File: src/acpl_params.svh
// register indices, field positions, reset values and counts of the audio clock tree
`ifndef ACPL_PARAMS_SVH
`define ACPL_PARAMS_SVH
`define ACPL_IDX_ROOT_SEL      8'h04
`define ACPL_IDX_PLL_CTRL      8'h05
`define ACPL_IDX_PLL_INT       8'h06
`define ACPL_IDX_PLL_FRAC_HI   8'h07
`define ACPL_IDX_PLL_FRAC_LO   8'h08
`define ACPL_IDX_PREDIV        8'h0b
`define ACPL_IDX_MODDIV        8'h0c
`define ACPL_IDX_OSR_HI        8'h0d
`define ACPL_IDX_OSR_LO        8'h0e
`define ACPL_IDX_GP_SEL        8'h19
`define ACPL_IDX_GP_DIV        8'h1a
`define ACPL_IDX_IF_CTRL       8'h1b
`define ACPL_IDX_BCLK_SEL      8'h1d
`define ACPL_IDX_BCLK_DIV      8'h1e
`define ACPL_IDX_PWR_STAT      8'h25
`define ACPL_IDX_DAC_PWR       8'h40
`define ACPL_BIT_ENABLE        7
`define ACPL_BIT_BCLK_DRIVE    3
`define ACPL_BIT_GP_DRIVE      7
`define ACPL_BIT_STAT_DAC      7
`define ACPL_BIT_STAT_MOD      3
`define ACPL_RST_ROOT_SEL      8'h00
`define ACPL_RST_PLL_CTRL      8'h11
`define ACPL_RST_PLL_INT       8'h04
`define ACPL_RST_OSR_HI        8'h00
`define ACPL_RST_OSR_LO        8'h80
`define ACPL_RST_DIV           8'h01
`define ACPL_FRAC_SCALE        32'd10000
`define ACPL_DRAIN_TICKS       10'h040
`endif

File: src/acpl_pkg.sv
// types shared by the audio clock tree
`default_nettype none
package acpl_pkg;
    typedef enum logic [1:0] {ACPL_ROOT_MCLK = 2'h0, ACPL_ROOT_BCLK = 2'h1,
                              ACPL_ROOT_GPIO = 2'h2, ACPL_ROOT_PLL = 2'h3} acpl_root_e;
    typedef enum logic [2:0] {ACPL_PWR_OFF = 3'b001, ACPL_PWR_ON = 3'b010,
                              ACPL_PWR_DRAIN = 3'b100} acpl_pwr_e;
    typedef logic [7:0] acpl_reg_t;
endpackage
`default_nettype wire

File: src/acpl_clock_tree.sv
// clock tree of the mono audio dac: root mux, fractional synth, dividers, pin clock outputs
//
// Behaviour
// - two-bit field picks root audio clock
// - modulator = root/(pre*mod); rate = modulator/osr
// - predivider and modulator divider in seven bits
// - ten-bit oversampling ratio from two registers
// - divider enable bits gate divider clocks
// - shutdown sequence reported in two status flags
// - interface bit makes bit clock pin driven
// - bit clock divides source by 1..128
// - bit clock source: processing or modulator clock
// - general pin one drives divided clock
// - three-bit field picks general clock source
// - synth runs only while enable set
// - synth output = in*R*J.D/P
// - pre-divide P, 1..8, default 1
// - multiply R, 1..16, default 1
// - integer J, 1..63, default 4
// - fraction D fourteen bits, default zero
// - fraction applied after low register write
`timescale 1ns/1ps
`default_nettype none
`include "acpl_params.svh"

module acpl_clock_tree #(
    parameter int DIVW = 10
) (
    // system
    input  wire logic                   ref_clk,
    input  wire logic                   reset,
    // apb slave
    input  wire logic                   psel,
    input  wire logic                   penable,
    input  wire logic                   pwrite,
    input  wire logic [11:0]            paddr,
    input  wire logic [31:0]            pwdata,
    output logic                        pready,
    output logic [31:0]                 prdata,
    output logic                        pslverr,
    // reference clock pins
    input  wire logic                   mclk_pin,
    input  wire logic                   bclk_in,
    output logic                        bclk_out,
    output logic                        bclk_oe_n,
    input  wire logic                   general_io_pin_one_in,
    output logic                        general_io_pin_one_out,
    output logic                        general_io_pin_one_oe_n,
    // derived clocks as ref_clk pulses, and the dac power level
    output logic                        root_audio_tick,
    output logic                        modulator_clock_tick,
    output logic                        sample_rate_tick,
    output logic                        dac_powered
);
    import acpl_pkg::*;

    initial begin
        if (DIVW < 10) $error("DIVW must hold the ten-bit oversampling ratio");
    end
    localparam int ND = 5; // 0 predivider, 1 modulator, 2 osr, 3 bit clock, 4 general
    acpl_reg_t root_clock_select, pll_enable_predivide_multiply, pll_integer_part;
    acpl_reg_t pll_fraction_high, pll_fraction_low, pll_fraction_shadow;
    acpl_reg_t dac_predivider_ctrl, modulator_divider_ctrl;
    acpl_reg_t oversampling_ratio_high, oversampling_ratio_low;
    acpl_reg_t gp_clock_source_select, gp_clock_divider, bit_clock_divider;
    acpl_reg_t audio_if_ctrl, bclk_source_select, dac_power_ctrl;
    acpl_pwr_e pwr_state;
    logic [9:0] drain_cnt;
    logic       access;
    logic       wr_en;
    logic [7:0] idx;
    logic       mapped;
    logic [7:0] rd_val;
    logic [7:0] pwr_status;

    assign access = psel && penable && pready;
    assign wr_en  = access && pwrite && mapped;
    assign idx    = paddr[9:2];

    // one wait state: pready rises in the second access cycle
    always_ff @(posedge ref_clk or posedge reset) begin
        if (reset) begin
            pready <= 1'b0;
        end else begin
            pready <= psel && penable && !pready;
        end
    end

    always_comb begin
        mapped = 1'b1;
        rd_val = 8'h00;
        case (idx)
            `ACPL_IDX_ROOT_SEL:    rd_val = root_clock_select;
            `ACPL_IDX_PLL_CTRL:    rd_val = pll_enable_predivide_multiply;
            `ACPL_IDX_PLL_INT:     rd_val = pll_integer_part;
            `ACPL_IDX_PLL_FRAC_HI: rd_val = pll_fraction_shadow;
            `ACPL_IDX_PLL_FRAC_LO: rd_val = pll_fraction_low;
            `ACPL_IDX_PREDIV:      rd_val = dac_predivider_ctrl;
            `ACPL_IDX_MODDIV:      rd_val = modulator_divider_ctrl;
            `ACPL_IDX_OSR_HI:      rd_val = oversampling_ratio_high;
            `ACPL_IDX_OSR_LO:      rd_val = oversampling_ratio_low;
            `ACPL_IDX_GP_SEL:      rd_val = gp_clock_source_select;
            `ACPL_IDX_GP_DIV:      rd_val = gp_clock_divider;
            `ACPL_IDX_IF_CTRL:     rd_val = audio_if_ctrl;
            `ACPL_IDX_BCLK_SEL:    rd_val = bclk_source_select;
            `ACPL_IDX_BCLK_DIV:    rd_val = bit_clock_divider;
            `ACPL_IDX_PWR_STAT:    rd_val = pwr_status;
            `ACPL_IDX_DAC_PWR:     rd_val = dac_power_ctrl;
            default:               mapped = 1'b0;
        endcase
        if (paddr[11:10] != 2'b00) begin
            mapped = 1'b0;
        end
    end

    always_ff @(posedge ref_clk or posedge reset) begin
        if (reset) begin
            prdata  <= 32'h0000_0000;
            pslverr <= 1'b0;
        end else begin
            prdata  <= 32'h0000_0000;
            pslverr <= 1'b0;
            if (psel && penable && !pready) begin
                prdata  <= (pwrite || !mapped) ? 32'h0000_0000 : {24'h00_0000, rd_val};
                pslverr <= !mapped;
            end
        end
    end

    // the high fraction byte waits in a shadow until the low byte lands
    always_ff @(posedge ref_clk or posedge reset) begin
        if (reset) begin
            root_clock_select             <= `ACPL_RST_ROOT_SEL;
            pll_enable_predivide_multiply <= `ACPL_RST_PLL_CTRL;
            pll_integer_part              <= `ACPL_RST_PLL_INT;
            pll_fraction_shadow           <= 8'h00;
            pll_fraction_high             <= 8'h00;
            pll_fraction_low              <= 8'h00;
            dac_predivider_ctrl           <= `ACPL_RST_DIV;
            modulator_divider_ctrl        <= `ACPL_RST_DIV;
            oversampling_ratio_high       <= `ACPL_RST_OSR_HI;
            oversampling_ratio_low        <= `ACPL_RST_OSR_LO;
            gp_clock_source_select        <= 8'h00;
            gp_clock_divider              <= `ACPL_RST_DIV;
            audio_if_ctrl                 <= 8'h00;
            bclk_source_select            <= 8'h00;
            bit_clock_divider             <= `ACPL_RST_DIV;
            dac_power_ctrl                <= 8'h00;
        end else if (wr_en) begin
            case (idx)
                `ACPL_IDX_ROOT_SEL:    root_clock_select <= {4'h0, pwdata[3:0]};
                `ACPL_IDX_PLL_CTRL:    pll_enable_predivide_multiply <= pwdata[7:0];
                `ACPL_IDX_PLL_INT:     pll_integer_part <= {2'b00, pwdata[5:0]};
                `ACPL_IDX_PLL_FRAC_HI: pll_fraction_shadow <= {2'b00, pwdata[5:0]};
                `ACPL_IDX_PLL_FRAC_LO: begin
                    pll_fraction_low  <= pwdata[7:0];
                    pll_fraction_high <= pll_fraction_shadow;
                end
                `ACPL_IDX_PREDIV:      dac_predivider_ctrl <= pwdata[7:0];
                `ACPL_IDX_MODDIV:      modulator_divider_ctrl <= pwdata[7:0];
                `ACPL_IDX_OSR_HI:      oversampling_ratio_high <= {6'h00, pwdata[1:0]};
                `ACPL_IDX_OSR_LO:      oversampling_ratio_low <= pwdata[7:0];
                `ACPL_IDX_GP_SEL:      gp_clock_source_select <= {pwdata[7], 4'h0, pwdata[2:0]};
                `ACPL_IDX_GP_DIV:      gp_clock_divider <= pwdata[7:0];
                `ACPL_IDX_IF_CTRL:     audio_if_ctrl <= pwdata[7:0];
                `ACPL_IDX_BCLK_SEL:    bclk_source_select <= {6'h00, pwdata[1:0]};
                `ACPL_IDX_BCLK_DIV:    bit_clock_divider <= pwdata[7:0];
                `ACPL_IDX_DAC_PWR:     dac_power_ctrl <= {7'h00, pwdata[0]};
                default: ;
            endcase
        end
    end
    logic [2:0] mclk_sync, bclk_sync, gpio_sync;

    always_ff @(posedge ref_clk or posedge reset) begin
        if (reset) begin
            mclk_sync <= 3'h0;
            bclk_sync <= 3'h0;
            gpio_sync <= 3'h0;
        end else begin
            mclk_sync <= {mclk_sync[1:0], mclk_pin};
            bclk_sync <= {bclk_sync[1:0], bclk_in};
            gpio_sync <= {gpio_sync[1:0], general_io_pin_one_in};
        end
    end

    // edges are judged on stages two and three only
    logic mclk_rise, bclk_rise, gpio_rise;
    assign mclk_rise = mclk_sync[1] && !mclk_sync[2];
    assign bclk_rise = bclk_sync[1] && !bclk_sync[2] && bclk_oe_n;
    assign gpio_rise = gpio_sync[1] && !gpio_sync[2] && general_io_pin_one_oe_n;
    // credit model: each input edge earns R*J.D, each output tick spends P;
    // output rate is capped at ref_clk, so it stands for the real loop only below that
    logic        synth_input_clock;
    logic        pll_tick;
    logic [31:0] pll_credit;
    logic [31:0] pll_gain;
    logic [31:0] pll_cost;
    logic [4:0]  pll_r;
    logic [3:0]  pll_p;
    logic [13:0] pll_frac;

    always_comb begin
        case (root_clock_select[3:2])
            2'h1:    synth_input_clock = bclk_rise;
            2'h2:    synth_input_clock = gpio_rise;
            default: synth_input_clock = mclk_rise;
        endcase
        pll_r    = (pll_enable_predivide_multiply[3:0] == 4'h0) ? 5'd16
                   : {1'b0, pll_enable_predivide_multiply[3:0]};
        pll_p    = (pll_enable_predivide_multiply[6:4] == 3'h0) ? 4'd8
                   : {1'b0, pll_enable_predivide_multiply[6:4]};
        pll_frac = {pll_fraction_high[5:0], pll_fraction_low};
        pll_gain = 32'(pll_r) * (32'(pll_integer_part[5:0]) * `ACPL_FRAC_SCALE
                   + 32'(pll_frac));
        pll_cost = 32'(pll_p) * `ACPL_FRAC_SCALE;
    end

    always_ff @(posedge ref_clk or posedge reset) begin
        if (reset) begin
            pll_credit <= 32'h0000_0000;
            pll_tick   <= 1'b0;
        end else if (!pll_enable_predivide_multiply[`ACPL_BIT_ENABLE]) begin
            pll_credit <= 32'h0000_0000;
            pll_tick   <= 1'b0;
        end else if (pll_credit >= pll_cost) begin
            pll_credit <= pll_credit - pll_cost + (synth_input_clock ? pll_gain : 32'h0000_0000);
            pll_tick   <= 1'b1;
        end else begin
            pll_credit <= pll_credit + (synth_input_clock ? pll_gain : 32'h0000_0000);
            pll_tick   <= 1'b0;
        end
    end
    logic root_tick;
    always_comb begin
        case (acpl_root_e'(root_clock_select[1:0]))
            ACPL_ROOT_MCLK: root_tick = mclk_rise;
            ACPL_ROOT_BCLK: root_tick = bclk_rise;
            ACPL_ROOT_GPIO: root_tick = gpio_rise;
            ACPL_ROOT_PLL:  root_tick = pll_tick;
            default:        root_tick = 1'b0;
        endcase
    end
    logic [ND-1:0]   div_src, div_en, div_tick, div_lvl;
    logic [DIVW-1:0] div_ratio [ND];
    logic [DIVW-1:0] div_cnt   [ND];
    logic            gp_src;

    function automatic logic [DIVW-1:0] ratio7(input logic [6:0] f);
        ratio7 = (f == 7'h00) ? DIVW'(128) : DIVW'(f);
    endfunction

    always_comb begin
        div_ratio[0] = ratio7(dac_predivider_ctrl[6:0]);
        div_ratio[1] = ratio7(modulator_divider_ctrl[6:0]);
        div_ratio[2] = ({oversampling_ratio_high[1:0], oversampling_ratio_low} == 10'h000)
                       ? DIVW'(1024)
                       : DIVW'({oversampling_ratio_high[1:0], oversampling_ratio_low});
        div_ratio[3] = ratio7(bit_clock_divider[6:0]);
        div_ratio[4] = ratio7(gp_clock_divider[6:0]);
        div_src[0] = root_tick;
        div_src[1] = div_tick[0];
        div_src[2] = div_tick[1];
        div_src[3] = (bclk_source_select[1:0] == 2'h1) ? div_tick[1] : div_tick[0];
        case (gp_clock_source_select[2:0])
            3'h0:    gp_src = mclk_rise;
            3'h1:    gp_src = bclk_rise;
            3'h3:    gp_src = pll_tick;
            3'h4:    gp_src = div_tick[0];
            3'h5:    gp_src = div_tick[1];
            3'h6:    gp_src = div_tick[2];
            default: gp_src = root_tick;
        endcase
        div_src[4] = gp_src;
        div_en[0]  = dac_predivider_ctrl[`ACPL_BIT_ENABLE];
        div_en[1]  = modulator_divider_ctrl[`ACPL_BIT_ENABLE];
        div_en[2]  = modulator_divider_ctrl[`ACPL_BIT_ENABLE];
        div_en[3]  = audio_if_ctrl[`ACPL_BIT_BCLK_DRIVE];
        div_en[4]  = gp_clock_source_select[`ACPL_BIT_GP_DRIVE];
    end

    // a ratio of one leaves the level output low; only the pulse is usable then
    for (genvar i = 0; i < ND; i++) begin : g_div
        always_ff @(posedge ref_clk or posedge reset) begin
            if (reset) begin
                div_cnt[i]  <= '0;
                div_tick[i] <= 1'b0;
                div_lvl[i]  <= 1'b0;
            end else if (!div_en[i]) begin
                div_cnt[i]  <= '0;
                div_tick[i] <= 1'b0;
                div_lvl[i]  <= 1'b0;
            end else if (div_src[i]) begin
                div_tick[i] <= (div_cnt[i] == div_ratio[i] - DIVW'(1));
                div_cnt[i]  <= (div_cnt[i] >= div_ratio[i] - DIVW'(1)) ? '0
                               : div_cnt[i] + DIVW'(1);
                div_lvl[i]  <= (div_cnt[i] < (div_ratio[i] >> 1));
            end else begin
                div_tick[i] <= 1'b0;
            end
        end
    end
    // dividers must keep running while draining, else the count never ends
    always_ff @(posedge ref_clk or posedge reset) begin
        if (reset) begin
            pwr_state <= ACPL_PWR_OFF;
            drain_cnt <= 10'h000;
        end else begin
            case (pwr_state)
                ACPL_PWR_OFF: begin
                    drain_cnt <= 10'h000;
                    if (dac_power_ctrl[0] && div_en[0] && div_en[1]) begin
                        pwr_state <= ACPL_PWR_ON;
                    end
                end
                ACPL_PWR_ON: begin
                    drain_cnt <= 10'h000;
                    if (!dac_power_ctrl[0]) begin
                        pwr_state <= ACPL_PWR_DRAIN;
                    end
                end
                ACPL_PWR_DRAIN: begin
                    if (div_tick[1]) begin
                        drain_cnt <= drain_cnt + 10'h001;
                    end
                    if (drain_cnt == `ACPL_DRAIN_TICKS) begin
                        pwr_state <= ACPL_PWR_OFF;
                    end
                end
                default: pwr_state <= ACPL_PWR_OFF;
            endcase
        end
    end

    always_comb begin
        pwr_status = 8'h00;
        pwr_status[`ACPL_BIT_STAT_DAC] = (pwr_state != ACPL_PWR_OFF);
        pwr_status[`ACPL_BIT_STAT_MOD] = (pwr_state == ACPL_PWR_ON)
            || (pwr_state == ACPL_PWR_DRAIN && drain_cnt < (`ACPL_DRAIN_TICKS >> 1));
    end
    always_ff @(posedge ref_clk or posedge reset) begin
        if (reset) begin
            bclk_out                <= 1'b0;
            bclk_oe_n               <= 1'b1;
            general_io_pin_one_out  <= 1'b0;
            general_io_pin_one_oe_n <= 1'b1;
            root_audio_tick         <= 1'b0;
            modulator_clock_tick    <= 1'b0;
            sample_rate_tick        <= 1'b0;
            dac_powered             <= 1'b0;
        end else begin
            bclk_out                <= div_lvl[3];
            bclk_oe_n               <= !audio_if_ctrl[`ACPL_BIT_BCLK_DRIVE];
            general_io_pin_one_out  <= div_lvl[4];
            general_io_pin_one_oe_n <= !gp_clock_source_select[`ACPL_BIT_GP_DRIVE];
            root_audio_tick         <= root_tick;
            modulator_clock_tick    <= div_tick[1];
            sample_rate_tick        <= div_tick[2];
            dac_powered             <= (pwr_state != ACPL_PWR_OFF);
        end
    end
endmodule // acpl_clock_tree
`default_nettype wire

File: config.mk
export PLATFORM = sky130hd
export DESIGN_NAME = acpl_clock_tree
export DESIGN_NICKNAME = d
export VERILOG_FILES = /design/src/acpl_pkg.sv /design/src/acpl_clock_tree.sv
export VERILOG_INCLUDE_DIRS = /design/src
export SDC_FILE = /design/constraint.sdc
export NUM_CORES = 1
export LEC_CHECK = 0
export ABC_AREA = 1
export BUFFER_PORTS_ARGS = -buffer_cell sky130_fd_sc_hd__buf_4
export CORE_AREA = 2 2 247 249
export CTS_BUF_LIST = sky130_fd_sc_hd__clkbuf_8
export CTS_CLUSTER_SIZE = 10
export DETAILED_ROUTE_END_ITERATION = 10
export DIE_AREA = 0 0 249 251
export PLACE_DENSITY = 0.57
export SYNTH_ARGS = -nofsm -noshare
export SYNTH_HDL_FRONTEND = slang
export SYNTH_SLANG_ARGS = --single-unit
File: constraint.sdc
create_clock -name ref_clk -period 22 [get_ports ref_clk]
set_input_delay 3.3 -clock ref_clk [delete_from_list [all_inputs] [get_ports ref_clk]]
set_output_delay 3.3 -clock ref_clk [all_outputs]
set_load 0.05 [all_outputs]
==> results by group, run 1 <==
Run status
  – Status: finished, final reports clean

STA
  – Post-route setup TNS: 0 ns
  – Min Clock Period, post-route: 9.350 ns
  – Worst slew pin tran: approximately 0.97 ns
  – Pins Over Slew Limit: 0
  – RSZ-0062 raised after global routing: false
  – Max Fclk: 107.0 MHz
  – Period utilization: 42.50%
  – Worst slew margin: 34.52%
  – Final Hold Fails: 0
  – Setup violations, final: 0
  – Clock Skews: approximately 0.023 ns

Worst setup path
  – Critical path peak fanout: 7
  – Reg2reg path depth: between 40 and 50
  – Most frequent CP cell: inv_1
  – Number of stages on the worst setup path: 42
  – Critical Path Max Stage Delay: 0.56 ns
  – Critical Path Start Type: register
  – Nature of the critical path endpoint: register
  – Critical path type: register to register
  – Slowest cell on the critical path: dfrtp_1
  – Crit path buf inv count: 8
  – CP required: 22.55 ns
  – Reg2reg start: pll_integer_part[1]
  – CP top delay family: adder cells
  – Worst endpoint data arrival time: 9.90 ns
  – Crit Reg-Reg Endpoint: pll_credit[23]
  – Register-to-register setup slack: 12.65 ns

Synthesis
  – Synth Register Bits: ~220
  – Count leader, synth: nand2_1
  – Synthesized area: between 20000 and 25000 sq um
  – Synthesized instance count: around 3.5k
  – Top post-synthesis cells by area: dfrtp_1 (22%), nand2_1 (17%), ha_1 (13%)
  – Sequential-to-total area share from yosys stat: 23.50%
  – Top cell type's share of synthesized area: ~22%
  – Unique masters post-synth: 52
  – Leading area contributor after synthesis: dfrtp_1
  – Async set-reset flop share out of synthesis: 100.0%
  – Post-synth EDFFs: 0
  – Post-synth top flop: dfrtp_1
  – Synth Warn #: 0
  – Synth cell count leaders: nand2_1 (1074), inv_1 (596), nor2_1 (353), ha_1 (254), dfrtp_1 (212)
  – Syn_area_per_cell: 6.709 sq um

Clock network
  – CTS buffer count: 47
  – TritonCTS Sinks: 223
  – H-tree depth: 2
  – Hold_buf cts: 0
  – Clock latency on the worst-skew pair: 0.63 ns
  – Root Driver: clkbuf_8
  – Number of gates resized after cts: 0
  – Clock slew at reported path FFs: 0.06 ns
  – CTS tree: yes
  – CTS Buffer Depth: 3
  – Post-CTS Setup Repair Bufs: 0

Hold path
  – Worst min path class: register to register
  – Cells on Worst Hold Path: 0
  – Worst hold start: gpio_sync[0]
  – Hold EP: gpio_sync[1]

Cells and area
  – Filler cells: 6340
  – Area of the multi-input gates: 15600 sq um
  – Final nets: 3985
  – Layout cells sized above 1: 4.678%
  – Area Overhead vs Synth: 8.584%
  – FF/Latch Area: about 5600 sq um

Detailed routing
  – Post-DR vias/cell: slightly below 5
  – Final wirelength: 69050 microns
  – Post-DR wirelength/cell: roughly 16 microns
  – Antenna Nets Post-Route: 0
  – Vias: 21.94k
  – Count of TritonRoute iterations in the first routing pass: 6
  – DRT iter0 DRCs: 1573
  – Drc violations: 0

Placement
  – Routability cong.: a little over 0.9
  – Count of buffers from port buffering: 43
  – Detailed Place HPWL: 54680 microns

GRT
  – Total track usage: roughly 22%
  – Global-route wire length before repair: 111800 microns
  – Vias in the first global route: about 21k
  – Pin count of the biggest net entering global routing: 92
  – Gr ovfl total: 0
  – Initial antenna violation count: 1

Pwr
  – PD cells: 36.60 nW/um^2
  – Tot Pwr: about 0.95 mW
  – Peak supply drop: 0.00003514 V
  – P_leak: 14.35 nW

Floorplanning
  – Site Rows: 90
  – Die Height: 251 microns
  – Starting Density: 39.81%
  – Die area: ~62000 sq um
  – Io pins: 94
  – Die Wd: 249 microns
  – Core area: 59790 sq um

Run
  – Max Cap Viol: 0
registers in the layout, indices dropped and copies added, names as in the netlist, 8 cells and up:
name,cells
modulator_divider_ctrl,8
audio_if_ctrl,8
prdata,8
div_cnt,50
pll_credit,32
pll_enable_predivide_multiply,8
drain_cnt,10
gp_clock_divider,8
oversampling_ratio_low,8
bit_clock_divider,8
dac_predivider_ctrl,8
pll_fraction_low,8
stage by stage:
stage	instance area (sq um)	worst slack, ns	hold slack (ns)	util (%)	std cells
floorplan	23940	12.61	0.3312	-	3585
global placement	24850	12.59	0.3339	41.56	4331
detailed placement	24850	12.60	0.3356	41.56	4331
CTS	25840	12.62	0.3481	43.22	4416
global route	25840	11.84	0.3525	43.22	4417
finish	25850	12.65	0.3426	43.22	4418
worst max path at each step:
stage | startpoint | slack, ns | endpoint
5_1_grt | pll_integer_part[1] | 11.84 | pll_credit[23]
6_report | pll_integer_part[1] | 12.65 | pll_credit[23]
3_5_place_dp | pll_integer_part[1] | 12.60 | pll_credit[21]
2_1_floorplan | reset | 12.61 | audio_if_ctrl[0]
3_3_place_gp | pll_integer_part[1] | 12.59 | pll_credit[21]
4_1_cts | pll_integer_part[1] | 12.62 | pll_credit[21]
routing by layer:
metal / wire length, microns / share of wire, % / vias to the layer above / global-route usage (%)
met3: 2882 / 4.2 / 95 / 2.133
li1: - / - / 11330 / -
met5: 0 / 0 / - / 0
met1: 31090 / 45 / 10080 / 29.28
met2: 33320 / 48 / 438 / 38.61
met4: 1753 / 2.5 / 0 / 6.165
cell families after synthesis:
logic type      share of synthesized area (%)
compound gates                          7.370
xor+xnor                                3.900
fa+ha+maj                               20.16
buf+inv                                 11.61
flops                                   23.50
other cells                           0.03155
simple gates                            33.43
area by class of cell:
type	count	share of cell area (%)
multi-input cells	2668	60.37
flip-flops and latches	223	21.64
inverters	606	8.830
well taps	782	3.786
clock buffers	59	3.142
repair buffers	52	1.510
clock inverters	26	0.6971
diodes	2	0.01936
where the power goes:
group | switching (mW) | total, mW | internal (mW)
registers | 0.000425 | 0.412 | 0.412
clock network | 0.207 | 0.472 | 0.265
logic | 0.0487 | 0.0619 | 0.0131
total | 0.256 | 0.946 | 0.690
cells in the final DEF, fill, tap and decap left out, types with 21 or more instances in the layout:
master    instances
nor3_1           51
buf_4            52
nor2_1          352
dfrtp_1         212
conb_1           39
inv_1           611
o22ai_1          21
xnor2_1          31
nand4_1         139
fa_1             81
nand3b_1         21
clkbuf_8         59
nand3_1         182
nand2_1        1074
a21oi_1         140
xor2_1           75
ha_1            254
o21ai_0          96
Note: power is estimated with default switching activity, not from simulation.
==> run 2: changes to the inputs <==
--- a/config.mk
+++ b/config.mk
@@ -6,14 +6,14 @@
 export SDC_FILE = /design/constraint.sdc
 export NUM_CORES = 1
 export LEC_CHECK = 0
-export ABC_AREA = 1
+export ABC_AREA = 0
 export BUFFER_PORTS_ARGS = -buffer_cell sky130_fd_sc_hd__buf_4
-export CORE_AREA = 2 2 247 249
+export CORE_AREA = 2 2 233 235
 export CTS_BUF_LIST = sky130_fd_sc_hd__clkbuf_8
 export CTS_CLUSTER_SIZE = 10
 export DETAILED_ROUTE_END_ITERATION = 10
-export DIE_AREA = 0 0 249 251
-export PLACE_DENSITY = 0.57
+export DIE_AREA = 0 0 235 237
+export PLACE_DENSITY = 0.59
 export SYNTH_ARGS = -nofsm -noshare
 export SYNTH_HDL_FRONTEND = slang
 export SYNTH_SLANG_ARGS = --single-unit
==> constraint.sdc (replaced) <==
create_clock -name ref_clk -period 7.76 [get_ports ref_clk]
set_input_delay 1.164 -clock ref_clk [delete_from_list [all_inputs] [get_ports ref_clk]]
set_output_delay 1.164 -clock ref_clk [all_outputs]
set_load 0.05 [all_outputs]
==> run 2 against run 1 <==
Net effect:
- the flow now finishes with violations (negative setup slack)
- sequential power grew to 3.0 times the previous value
- utilization rose by 5.2 points
- synthesized area decreased by 12%
- maximum frequency grew 8.8%
- via count fell by 20%
- routed wire length fell by 19%
- sequential share of layout area about the same
==> results by group, run 2 <==
Run status
  – Status: complete, but fails checks
  – Violated checks: negative setup slack

GRT
  – GRT met3 Usage: 2.763%
  – GRT busiest layer: met2
  – Total track usage: 20.01%
  – Gr ovfl total: 0
  – Initial antenna violation count: 1
  – GRT met2 Usage: 33.64%
  – Vias in the first global route: 18.00k
  – Pin count of the biggest net entering global routing: between 100 and 150
  – Met1 usage: 27.05%
  – Global-route wire length before repair: 91740 microns

Detailed routing
  – Post-DR vias/cell: 5.313
  – Final wirelength: 56240 microns
  – Vias: between 15k and 20k
  – Drc violations: 0
  – Antenna Nets Post-Route: 0
  – Post-DR wirelength/cell: roughly 17 microns
  – Count of TritonRoute iterations in the first routing pass: 5
  – DRT iter0 DRCs: slightly above 1k

Pwr
  – Peak supply drop: 0.0001298 V
  – Comb pwr share: between 10% and 20%
  – Seq pwr share: 43.5%
  – Cell internal pwr: 2.036 mW
  – Tot Pwr: 2.871 mW
  – P_leak: roughly 13 nW
  – Switch Pwr: 0.8352 mW
  – Switching share of power: between 20 and 30%
  – Clock power share: around 44%
  – PD cells: 111.3 nW/um^2

Placement
  – Count of buffers from port buffering: 43
  – Dpl cells: 3224
  – Routability cong.: 0.9159
  – Detailed Place HPWL: 42680 microns

Floorplanning
  – Die Wd: 235 microns
  – Die area: 55700 sq um
  – Io pins: 94
  – Site Rows: 85
  – Starting Density: 39.37%
  – Core area: 53280 sq um
  – Die Height: 237 microns

Cells and area
  – Max reg flops: 50
  – Final nets: 2981
  – Most common cell after layout, fill and taps aside: buf_4
  – Most frequent cells in the layout: buf_4 (251), ha_1 (222), inv_1 (216)
  – Layout Cells excl Fill: between 3k and 4k
  – Largest regs: div_cnt x50, pll_credit x32, drain_cnt x10
  – Area Overhead vs Synth: 22.95%
  – Biggest register: div_cnt
  – Layout cells sized above 1: 24.14%

Worst setup path
  – Reg2reg path depth: 39
  – Most frequent CP cell: inv_2
  – Nature of the critical path endpoint: register
  – Critical Path Start Type: register
  – Critical path type: register to register
  – Register-to-register setup slack: -0.83 ns
  – Worst endpoint data arrival time: 9.05 ns
  – Reg2reg start: pll_integer_part[2]
  – CP required: ~8 ns
  – Critical Path Max Stage Delay: 0.55 ns
  – Critical path peak fanout: 4
  – Crit Reg-Reg Endpoint: pll_credit[31]
  – Slowest cell on the critical path: dfstp_2

Run
  – Max Cap Viol: 0

Synthesis
  – Post-synth top flop: dfrtp_1
  – Top post-synthesis cells by area: dfrtp_1 (25%), ha_1 (15%), fa_1 (7.7%)
  – Post-synthesis mux area share: 5.249%
  – XOR/XNOR Fraction of Synth Area: 5.595%
  – Synth cell count leaders: ha_1 (254), inv_1 (223), dfrtp_1 (212), nand2_1 (196), nor2_1 (144)
  – Syn_area_per_cell: 9.015 sq um
  – Unique masters post-synth: 90
  – Top cell type's share of synthesized area: 25.29%
  – Synthesized area: 20980 sq um
  – Synth Warn #: 0
  – Synthesized instance count: about 2.3k
  – Count leader, synth: ha_1
  – Leading area contributor after synthesis: dfrtp_1
  – Synth Register Bits: 223
  – Post-synthesis compound-gate area fraction: 16.40%
  – Post-synth EDFFs: 0
  – Post-synthesis adder-cell area fraction: 22.88%
  – Async set-reset flop share out of synthesis: 100.0%
  – Simple-Gate Fraction of Synth Area: 17.12%
  – Sequential-to-total area share from yosys stat: approximately a quarter
  – Main combinational cell family by area after synthesis: adder cells

Hold path
  – Hold EP: gpio_sync[1]
  – Worst min path class: register to register
  – Worst hold start: gpio_sync[0]
  – Cells on Worst Hold Path: 0

STA
  – RSZ-0062 raised after global routing: true
  – Worst slew pin tran: 1.080 ns
  – Setup violations, final: 15
  – Max Fclk: approximately 120 MHz
  – Period utilization: 110.7%
  – Final Hold Fails: 0
  – Clock Skews: ~0.044 ns
  – Min Clock Period, post-route: between 8 and 9 ns
  – Final Worst Setup Slack: -0.8304 ns
  – Worst slew margin: 27.68%
  – Pins Over Slew Limit: 0

Clock network
  – CTS Buffer Depth: 3
  – H-tree depth: 2
  – Clock slew at reported path FFs: 0.07 ns
  – CTS buffer count: 42
  – Clock latency on the worst-skew pair: 0.63 ns
  – CTS tree: yes
  – Root Driver: clkbuf_8
  – TritonCTS Sinks: 223
run 2: cell count changes in the layout (fill, tap and decap cells not counted), moves of 40 or more:
cell,change
buf_4,+199
a21o_1,+59
nor2_1,-216
a21oi_1,-40
xnor2_1,+47
nand4_1,-123
mux2_2,+68
nand2_1,-888
inv_1,-395
and2_1,+49
nand3_1,-130
run 2: logic make-up after synthesis:
logic type | count (synthesis)
and+or+nand+nor | 704
AOI/OAI and AO/OA | 533
adders and majority gates | 335
buffers and inverters | 305
DFF | 223
xor gates and xnor gates | 134
muxes | 91
other | 2
run 2: worst max-delay path, delay by kind of cell, from the launching register on:
family                   cells  cell delay (ns)
adder cells (fa/ha/maj)     11             4.01
AND/OR/NAND/NOR              8             1.45
AO/OA/AOI/OAI                8             1.20
buffers and inverters        9             0.64
flip-flops                   1             0.55
XOR/XNOR                     2             0.37
multiplexers                 1             0.21
run 2: layout make-up:
cell class | count | area, sq um
sequential | 223 | 5594
clock inverter | 22 | 167.7
tap | 696 | 870.8
inverter | 224 | 850.8
clock buffer | 54 | 743.2
antenna | 1 | 2.502
multi-input combinational | 1836 | 15500
timing repair buffer | 267 | 2064
fill | 4931 | 27490
run 2: worst max-delay path by stage:
stage	slack, ns	to	start
final	-0.83	pll_credit[31]	pll_integer_part[2]
after global routing	-1.16	pll_credit[27]	pll_integer_part[2]
after CTS	-0.83	pll_credit[31]	pll_integer_part[2]
after detailed placement	-1.00	pll_credit[25]	pll_integer_part[2]
after global placement	-0.85	pll_credit[31]	pll_integer_part[2]
after floorplan	-0.50	pll_credit[31]	pll_integer_part[2]
run 2: repair_timing:
action / in CTS / in global routing
pin swaps: 52 / 57
buffers inserted: 20 / 6
resized for setup: 85 / 103
hold buffers: 0 / 0
endpoints found under the setup margin: 17 / 18
run 2: power by group through the flow:
stage / Combinational (mW) / Clock, mW / Sequential (mW)
2_1_floorplan: 0.235 / 0 / 1.27
3_3_place_gp: 0.325 / 0 / 1.27
3_5_place_dp: 0.336 / 0 / 1.27
4_1_cts: 0.346 / 1.30 / 1.25
5_1_grt: 0.399 / 1.35 / 1.26
6_report: 0.355 / 1.27 / 1.25
run 2: routing by layer:
| layer | up-vias | part of all wire (%) |
|---|---|---|
| met5 | - | 0 |
| met4 | 0 | 2.2 |
| met3 | 91 | 4.5 |
| met2 | 374 | 47 |
| met1 | 8584 | 46 |
| li1 | 8606 | - |
run 2: stage by stage:
stage	worst slack, ns	hold WS [ns]	instance area [sq um]	util (%)	TNS (ns)
6_report	-0.8304	0.3482	25790	48.40	-9.201
2_1_floorplan	-0.5042	0.3312	21440	-	-4.036
3_3_place_gp	-0.8541	0.3343	23720	44.52	-11.05
3_5_place_dp	-1.002	0.3347	23720	44.52	-12.45
4_1_cts	-0.8289	0.3514	25210	47.32	-9.135
5_1_grt	-1.157	0.3601	25790	48.40	-14.28
